<file path="config.mk">
export PLATFORM = sky130hd
export DESIGN_NAME = phyxc_ext_ctrl
export DESIGN_NICKNAME = d
export VERILOG_FILES = /design/src/rtl/phyxc_pkg.sv /design/src/rtl/phyxc_ext_ctrl.sv
export SDC_FILE = /design/constraint.sdc
export NUM_CORES = 1
export LEC_CHECK = 0
export ABC_AREA = 1
export BUFFER_PORTS_ARGS = -buffer_cell sky130_fd_sc_hd__buf_2
export CORE_MARGIN = 10
export CORE_UTILIZATION = 59
export CTS_BUF_LIST = sky130_fd_sc_hd__clkbuf_16
export CTS_CLUSTER_DIAMETER = 120
export DETAILED_ROUTE_END_ITERATION = 10
export HOLD_SLACK_MARGIN = 0.15
export PLACE_DENSITY = 0.86
export SLEW_MARGIN = 30
export SYNTH_ARGS = -nofsm -noshare
export SYNTH_HDL_FRONTEND = slang
export SYNTH_SLANG_ARGS = --single-unit
export TNS_END_PERCENT = 20
</file>
<file path="constraint.sdc">
create_clock -name clk -period 1.95 [get_ports clk]
set_input_delay 0.195 -clock clk [delete_from_list [all_inputs] [get_ports clk]]
set_output_delay 0.195 -clock clk [all_outputs]
set_load 0.05 [all_outputs]
</file>
<file path="src/rtl/phyxc_pkg.sv">
// Package: extended control register map, field layout, reset values, management frame codes
package phyxc_pkg;
  localparam logic [4:0] PHYXC_REG_EXT_CTRL = 5'h10;
  localparam int PHYXC_BIT_OVR = 15;
  localparam int PHYXC_BIT_ADDR_HI = 10;
  localparam int PHYXC_BIT_ADDR_LO = 6;
  localparam int PHYXC_BIT_SCR_TEST = 5;
  localparam int PHYXC_BIT_NRZI = 3;
  localparam int PHYXC_BIT_INV_CODE = 2;
  localparam int PHYXC_BIT_SCR_DIS = 0;
  localparam logic PHYXC_RST_OVR = 1'h0;
  localparam logic PHYXC_RST_SCR_TEST = 1'h0;
  localparam logic PHYXC_RST_NRZI = 1'h1;
  localparam logic PHYXC_RST_INV_CODE = 1'h0;
  localparam logic PHYXC_RST_SCR_DIS = 1'h0;
  localparam logic [5:0] PHYXC_PREAMBLE_LEN = 6'h20;
  localparam logic [1:0] PHYXC_OP_WRITE = 2'h1;
  localparam logic [1:0] PHYXC_OP_READ = 2'h2;
  localparam logic [4:0] PHYXC_HDR_LAST = 5'h0B;
  localparam logic [4:0] PHYXC_DATA_LAST = 5'h0F;
  localparam logic [1:0] PHYXC_SYNC_FILL = 2'h3;
endpackage
</file>
<file path="src/rtl/phyxc_ext_ctrl.sv">
// Extended control register with its management port slave and transmit test controls
//
// Contract
// - A set override enable clears itself after the next management write to another register of this port, so only that one write may alter protected bits.
// - Reserved bits 14 to 11, 4 and 1 always read as zero.
// - The five-bit port address is taken from the LED pins at hardware reset and shown read-only in bits 10 to 6.
// - A software reset leaves the latched port address alone.
// - The scrambler test bit forces loss of scrambler lock only in 100 Mb/s mode; clear means normal operation.
// - In 100 Mb/s mode the serial transmit stream is plain NRZ when the coding bit is zero and NRZI when it is one.
// - With the invalid-code bit clear the standard translation is used; set, the test translation applies only while transmit error is high.
// - In test translation nibbles 0000 to 0111 become a zero followed by the nibble, and 1000 becomes 00000.
// - In test translation 1001..1111 become 01101, 01100, 10001, 10000, 11001, 11000 and 11111.
// - The scrambler disable bit bypasses both transmit scrambler and receive descrambler; clear keeps both active only in 100 Mb/s mode.
// - Scrambling is applied only in 100 Mb/s operation.
`timescale 1ns/1ps
`default_nettype none
module phyxc_ext_ctrl
(
  input wire logic clk,
  input wire logic resetn,
  input wire logic sw_reset,
  input wire logic mdc,
  input wire logic mdio_i,
  output logic mdio_o,
  output logic mdio_oe,
  input wire logic [4:0] led_addr_pins,
  input wire logic speed_100_pin,
  input wire logic [3:0] tx_nibble,
  input wire logic tx_err,
  input wire logic [4:0] std_symbol,
  input wire logic tx_serial_bit,
  output logic [4:0] tx_symbol,
  output logic tx_line_bit,
  output logic [4:0] phy_addr,
  output logic override_protected_bit_wr_en,
  output logic scr_lock_loss,
  output logic scr_bypass,
  output logic nrzi_sel
);
  import phyxc_pkg::*;

  // ----------------------------------------
  // State
  // ----------------------------------------
  typedef enum {PHYXC_IDLE, PHYXC_START, PHYXC_HDR, PHYXC_TA, PHYXC_DATA} phyxc_fsm_e;

  typedef struct packed {
    logic [2:0] mdc_s;
    logic [2:0] mdio_s;
    logic [2:0] spd_s;
    logic [4:0] led_s0;
    logic [4:0] led_s1;
    logic [4:0] led_s2;
    logic mdc_f;
    logic mdio_f;
    logic spd_f;
    phyxc_fsm_e fsm;
    logic [5:0] pre_cnt;
    logic [4:0] bcnt;
    logic [15:0] sh;
    logic is_rd;
    logic is_wr;
    logic hit;
    logic hit_reg;
    logic mdo;
    logic mdo_oe;
    logic [1:0] cap_cnt;
    logic cap_done;
    logic [4:0] addr;
    logic ovr;
    logic scr_test;
    logic nrzi;
    logic inv_code;
    logic scr_dis;
    logic [4:0] sym;
    logic line;
    logic lock_loss;
    logic bypass;
  } phyxc_state_s;

  phyxc_state_s s_q;
  phyxc_state_s s_d;

  // ----------------------------------------
  // Helpers
  // ----------------------------------------
  // Filtered level: a change counts once the second and third stages agree
  function automatic logic phyxc_filt(input logic [2:0] s, input logic f);
    phyxc_filt = (s[1] == s[2]) ? s[1] : f;
  endfunction

  // Test translation of a transmit nibble
  function automatic logic [4:0] phyxc_inv_map(input logic [3:0] n);
    logic [4:0] r;
    r = 5'h00;
    unique case (n)
      4'h8: r = 5'h00;
      4'h9: r = 5'h0D;
      4'hA: r = 5'h0C;
      4'hB: r = 5'h11;
      4'hC: r = 5'h10;
      4'hD: r = 5'h19;
      4'hE: r = 5'h18;
      4'hF: r = 5'h1F;
      default: r = {1'b0, n};
    endcase
    phyxc_inv_map = r;
  endfunction

  // Register image as read; reserved bits read zero
  function automatic logic [15:0] phyxc_image(input phyxc_state_s s);
    logic [15:0] v;
    v = 16'h0000;
    v[PHYXC_BIT_OVR] = s.ovr;
    v[PHYXC_BIT_ADDR_HI:PHYXC_BIT_ADDR_LO] = s.addr;
    v[PHYXC_BIT_SCR_TEST] = s.scr_test;
    v[PHYXC_BIT_NRZI] = s.nrzi;
    v[PHYXC_BIT_INV_CODE] = s.inv_code;
    v[PHYXC_BIT_SCR_DIS] = s.scr_dis;
    phyxc_image = v;
  endfunction

  // ----------------------------------------
  // Next state
  // ----------------------------------------
  always_comb
  begin
    logic rise;
    logic fall;
    logic b;
    rise = 1'b0;
    fall = 1'b0;
    b = 1'b0;
    s_d = s_q;
    // Input synchronisers and filters
    s_d.mdc_s = {s_q.mdc_s[1:0], mdc};
    s_d.mdio_s = {s_q.mdio_s[1:0], mdio_i};
    s_d.spd_s = {s_q.spd_s[1:0], speed_100_pin};
    s_d.led_s0 = led_addr_pins;
    s_d.led_s1 = s_q.led_s0;
    s_d.led_s2 = s_q.led_s1;
    s_d.mdc_f = phyxc_filt(s_q.mdc_s, s_q.mdc_f);
    s_d.mdio_f = phyxc_filt(s_q.mdio_s, s_q.mdio_f);
    s_d.spd_f = phyxc_filt(s_q.spd_s, s_q.spd_f);
    rise = s_d.mdc_f & ~s_q.mdc_f;
    fall = ~s_d.mdc_f & s_q.mdc_f;
    b = s_d.mdio_f;

    // Port address capture once after hardware reset, never on software reset
    if (!s_q.cap_done)
    begin
      if (s_q.cap_cnt != PHYXC_SYNC_FILL)
        s_d.cap_cnt = s_q.cap_cnt + 2'h1;
      else if (s_q.led_s1 == s_q.led_s2)
      begin
        s_d.addr = s_q.led_s2;
        s_d.cap_done = 1'b1;
      end
    end

    // Management frame receive on rising clock
    if (rise)
    begin
      unique case (s_q.fsm)
        PHYXC_IDLE:
        begin
          if (b)
            s_d.pre_cnt = (s_q.pre_cnt == PHYXC_PREAMBLE_LEN) ? s_q.pre_cnt : s_q.pre_cnt + 6'h01;
          else if (s_q.pre_cnt == PHYXC_PREAMBLE_LEN)
            s_d.fsm = PHYXC_START;
          else
            s_d.pre_cnt = 6'h00;
        end
        PHYXC_START:
        begin
          s_d.pre_cnt = 6'h00;
          s_d.bcnt = 5'h00;
          s_d.fsm = b ? PHYXC_HDR : PHYXC_IDLE;
        end
        PHYXC_HDR:
        begin
          s_d.sh = {s_q.sh[14:0], b};
          s_d.bcnt = s_q.bcnt + 5'h01;
          if (s_q.bcnt == PHYXC_HDR_LAST)
          begin
            s_d.is_rd = s_d.sh[11:10] == PHYXC_OP_READ;
            s_d.is_wr = s_d.sh[11:10] == PHYXC_OP_WRITE;
            s_d.hit = s_d.cap_done && (s_d.sh[9:5] == s_d.addr);
            s_d.hit_reg = s_d.sh[4:0] == PHYXC_REG_EXT_CTRL;
            s_d.bcnt = 5'h00;
            s_d.fsm = (s_d.is_rd | s_d.is_wr) ? PHYXC_TA : PHYXC_IDLE;
          end
        end
        PHYXC_TA:
        begin
          s_d.bcnt = s_q.bcnt + 5'h01;
          if (s_q.bcnt == 5'h01)
          begin
            s_d.bcnt = 5'h00;
            s_d.sh = phyxc_image(s_q);
            s_d.fsm = PHYXC_DATA;
          end
        end
        PHYXC_DATA:
        begin
          if (s_q.is_wr)
            s_d.sh = {s_q.sh[14:0], b};
          s_d.bcnt = s_q.bcnt + 5'h01;
          if (s_q.bcnt == PHYXC_DATA_LAST)
          begin
            s_d.fsm = PHYXC_IDLE;
            if (s_q.is_wr && s_q.hit)
            begin
              if (s_q.hit_reg)
              begin
                s_d.ovr = s_d.sh[PHYXC_BIT_OVR];
                s_d.scr_test = s_d.sh[PHYXC_BIT_SCR_TEST];
                s_d.nrzi = s_d.sh[PHYXC_BIT_NRZI];
                s_d.inv_code = s_d.sh[PHYXC_BIT_INV_CODE];
                s_d.scr_dis = s_d.sh[PHYXC_BIT_SCR_DIS];
              end
              else
                s_d.ovr = 1'b0;
            end
          end
        end
      endcase
    end

    // Read data driven on falling clock
    if (fall)
    begin
      if (s_q.fsm == PHYXC_TA && s_q.bcnt == 5'h01 && s_q.is_rd && s_q.hit && s_q.hit_reg)
      begin
        s_d.mdo_oe = 1'b1;
        s_d.mdo = 1'b0;
      end
      else if (s_q.fsm == PHYXC_DATA && s_q.mdo_oe)
      begin
        s_d.mdo = s_q.sh[15];
        s_d.sh = {s_q.sh[14:0], 1'b0};
      end
      else if (s_q.fsm == PHYXC_IDLE)
        s_d.mdo_oe = 1'b0;
    end

    // Software reset restores control bits only
    if (sw_reset)
    begin
      s_d.ovr = PHYXC_RST_OVR;
      s_d.scr_test = PHYXC_RST_SCR_TEST;
      s_d.nrzi = PHYXC_RST_NRZI;
      s_d.inv_code = PHYXC_RST_INV_CODE;
      s_d.scr_dis = PHYXC_RST_SCR_DIS;
    end

    // Transmit path controls
    s_d.sym = (s_q.inv_code && tx_err) ? phyxc_inv_map(tx_nibble) : std_symbol;
    s_d.line = s_q.nrzi ? (s_q.line ^ tx_serial_bit) : tx_serial_bit;
    s_d.lock_loss = s_q.scr_test & s_q.spd_f;
    s_d.bypass = s_q.scr_dis | ~s_q.spd_f;
  end

  // ----------------------------------------
  // Registers
  // ----------------------------------------
  always_ff @(posedge clk or negedge resetn)
  begin
    if (!resetn)
    begin
      s_q <= '0;
      s_q.fsm <= PHYXC_IDLE;
      s_q.ovr <= PHYXC_RST_OVR;
      s_q.scr_test <= PHYXC_RST_SCR_TEST;
      s_q.nrzi <= PHYXC_RST_NRZI;
      s_q.inv_code <= PHYXC_RST_INV_CODE;
      s_q.scr_dis <= PHYXC_RST_SCR_DIS;
      s_q.bypass <= 1'b1;
    end
    else
      s_q <= s_d;
  end

  // Outputs straight from flops
  assign mdio_o = s_q.mdo;
  assign mdio_oe = s_q.mdo_oe;
  assign tx_symbol = s_q.sym;
  assign tx_line_bit = s_q.line;
  assign phy_addr = s_q.addr;
  assign override_protected_bit_wr_en = s_q.ovr;
  assign scr_lock_loss = s_q.lock_loss;
  assign scr_bypass = s_q.bypass;
  assign nrzi_sel = s_q.nrzi;
endmodule
`default_nettype wire

</file>
==> impl_metrics.tcl <==
set metrics [dict create \
    status "completed" \
    clock-sinks 84 \
    grt_pass1_wl_um 15100 \
    period_needed_ns 1.82 \
    routed_wl_um 9050 \
    drc 0 \
    max_freq_ghz 0.551 \
    via_per_inst 5.72 \
    yosysTopAreaCellShare_pct 51.6 \
    dieArea_um2 10400 \
    die_w_um 102 \
    slew_violations 0 \
    worst_hold_path_type "in -> reg" \
    cts_inserted_buffers 9 \
    setup_ws_ns 0.134 \
    cts.clk_slew.worst_paths_ns 0.06 \
    initial_core_util_pct 61.6 \
    drive_above_1_share_pct 17.1 \
    dr.pass1.iters 5 \
    pre_cts_slack_ns 0.150 \
    cap_violations 0 \
    finalInstanceArea_um2 4740 \
    maxSlewHeadroom_pct 64.0 \
    finalHoldWorstSlack_ns 0.166 \
    rows 29 \
    grt_max_degree 51 \
    core_um2 6460 \
    yosys-top-cells-area "dfrtp_1, nand2_1, inv_1" \
    placed_area_um2 4200 \
    die_y_um 102 \
    cts_tree "yes" \
    drtAntennaViolNets 0 \
    h-tree-depth 3 \
    finalClockSkew_ns 0.00631 \
    nNetsFinal 535 \
    antenna_found_initial 0 \
    yosysSeqAreaShare_pct 52.9 \
    numPortBuffers 38 \
    cts-root-buf "clkbuf_16" \
    setup_viol 0 \
    grt_pass1_vias 3400 \
    gp_congestion 0.952 \
    crit_path_start_kind "flip-flop" \
    synth.distinct_cells 41 \
    ios 39 \
    leakage_nw 2.28 \
    syn_area_per_cell_um2 8.86 \
    syn2layout_area_growth_pct 19.3 \
    setup_tns_ns 0 \
    synth_cells 449 \
    worst_pin_slew_ns 0.538 \
    arrival_ns 2.10 \
    crit_type "reg -> reg" \
    wl_per_cell_um 15.4 \
    grt.overflow.total 0 \
    grt_util_all_layers_pct 18.0 \
    endpoint_kind "flip-flop" \
    n_antenna_cell 0 \
    vdd.ir_drop.worst_mv 0.537 \
    fin_crit_sh_pct 93.1 \
    worstSkewPairLatency_ns 0.34 \
    syn_area_um2 3980 \
    path_max_fanout 10 \
    syn_nets 479 \
    cp.required_ns 2.23 \
    cts_buffer_depth 2 \
    p_per_area_nw_per_um2 977 \
    drt_iter0_drc 283 \
    yosysWarnings 0 \
    dp_hpwl_um 6230 \
    vias 3358 \
    ys_ff_latch 84 \
    yosysTopAreaCell "dfrtp_1" \
    final_hold_viol_count 0 \
]
## worst paths after layout
kind                         startpoint           end  slack [ns]  cells past startpoint
max                             s_q[19]       s_q[24]        0.13                     12
min                        tx_nibble[0]  tx_symbol[0]        0.17                      3
max reg2reg                     s_q[19]       s_q[24]        0.13                     12
min reg2reg                     s_d[96]       s_d[91]        0.35                      0
max in group asynchronous        resetn       s_q[32]        1.01                      3
min in group asynchronous        resetn       s_q[49]        0.35                      2
## sequential cells by signal (all words and copies together), names as in the netlist
name                          cells
s_q                              51
s_d                              16
phy_addr                          5
tx_symbol                         5
mdio_o                            1
mdio_oe                           1
nrzi_sel                          1
override_protected_bit_wr_en      1
scr_bypass                        1
scr_lock_loss                     1
tx_line_bit                       1
## per-stage QoR
stage / util [%] / power, W / instances
final: 73.5 / 0.00463 / 587
after global routing: 73.5 / 0.00481 / 587
after CTS: 72.9 / 0.00463 / 585
after detailed placement: 65.0 / 0.00269 / 552
after global placement: 65.0 / 0.00267 / 552
after floorplan: - / 0.00254 / 449
## cell usage after synthesis
cell,instances
nand2_1,91
dfrtp_1,82
inv_1,70
o21ai_0,29
nand3_1,28
nor2_1,25
a21oi_1,17
buf_4,12
nand4_1,12
o22ai_1,9
ha_1,8
o21ai_1,7
a32o_1,4
o31ai_1,4
a31oi_1,3
buf_2,3
inv_2,3
nor2_2,3
nor3_1,3
o211ai_1,3
xor2_1,3
a21oi_2,2
a22oi_1,2
dfstp_2,2
inv_4,2
nand2_2,2
nand2_4,2
nor2_4,2
nor4_1,2
o311ai_0,2
or2_2,2
a211oi_1,1
buf_6,1
clkbuf_1,1
maj3_1,1
mux2_2,1
nand3_2,1
o2111ai_1,1
o211ai_2,1
o21bai_1,1
o31ai_4,1
## metal layers
| layer | track usage [%] | up-vias | share of wire [%] |
|---|---|---|---|
| met2 | 29.4 | 191 | 48 |
| met1 | 21.4 | 1551 | 41 |
| met4 | 8.68 | 0 | 2.6 |
| li1 | - | 1584 | - |
| met3 | 5.20 | 32 | 7.9 |
| met5 | 0 | - | 0 |
## layout make-up
| cell class | count | area, um^2 |
|---|---|---|
| clock inverters | 7 | 115 |
| multi-input cells | 273 | 1490 |
| flip-flops and latches | 84 | 2100 |
| well taps | 77 | 96.3 |
| inverters | 75 | 287 |
| clock buffers | 9 | 225 |
| fillers | 417 | 1710 |
| repair buffers | 62 | 432 |
## power breakdown
group	total, W	switching [W]	internal [W]
Clock	0.00192	0.000671	0.00125
Combinational	0.000771	0.000567	0.000203
Sequential	0.00195	0.0000784	0.00187
## cell usage in the layout, fill, tap and decap left out, types with 4 or more instances in the layout
master / n
nand3_1: 28
a32o_1: 4
buf_2: 37
o22ai_1: 9
dfrtp_1: 82
nand4_1: 12
inv_2: 4
dlygate4sd3_1: 17
inv_1: 69
buf_4: 6
nand2_1: 91
o21ai_0: 29
clkbuf_16: 9
nor2_1: 24
a21oi_1: 17
ha_1: 8
o21ai_1: 7
## worst max-delay path, stage by stage, from the launching register on
cell and delay, ns:
dfrtp_1 0.37, ha_1 0.17, inv_1 0.05, a21oi_1 0.14, nand2_1 0.11, nor2_4 0.14
buf_6 0.15, nand4_1 0.14, nand3_1 0.15, nand2_1 0.09, nor2_2 0.11, nand3_1 0.08
nand2_1 0.06
## kinds of logic after synthesis
group / count (synthesis) / synth area share (%)
and+or+nand+nor: 173 / 19.5
buffers and inverters: 92 / 10.2
AOI/OAI and AO/OA: 87 / 13.6
DFF: 84 / 52.9
adders and majority gates: 9 / 2.77
xor gates and xnor gates: 3 / 0.661
muxes: 1 / 0.283
## timing repair
action / 4_1_cts / 5_1_grt
hold buffers: 17 / 0
gates resized for setup: 0 / 6
endpoints found under the setup margin: 0 / 2
hold endpoints to repair: 48 / 0
buffers inserted: 0 / 2
Note: power is estimated with default switching activity, not from simulation.
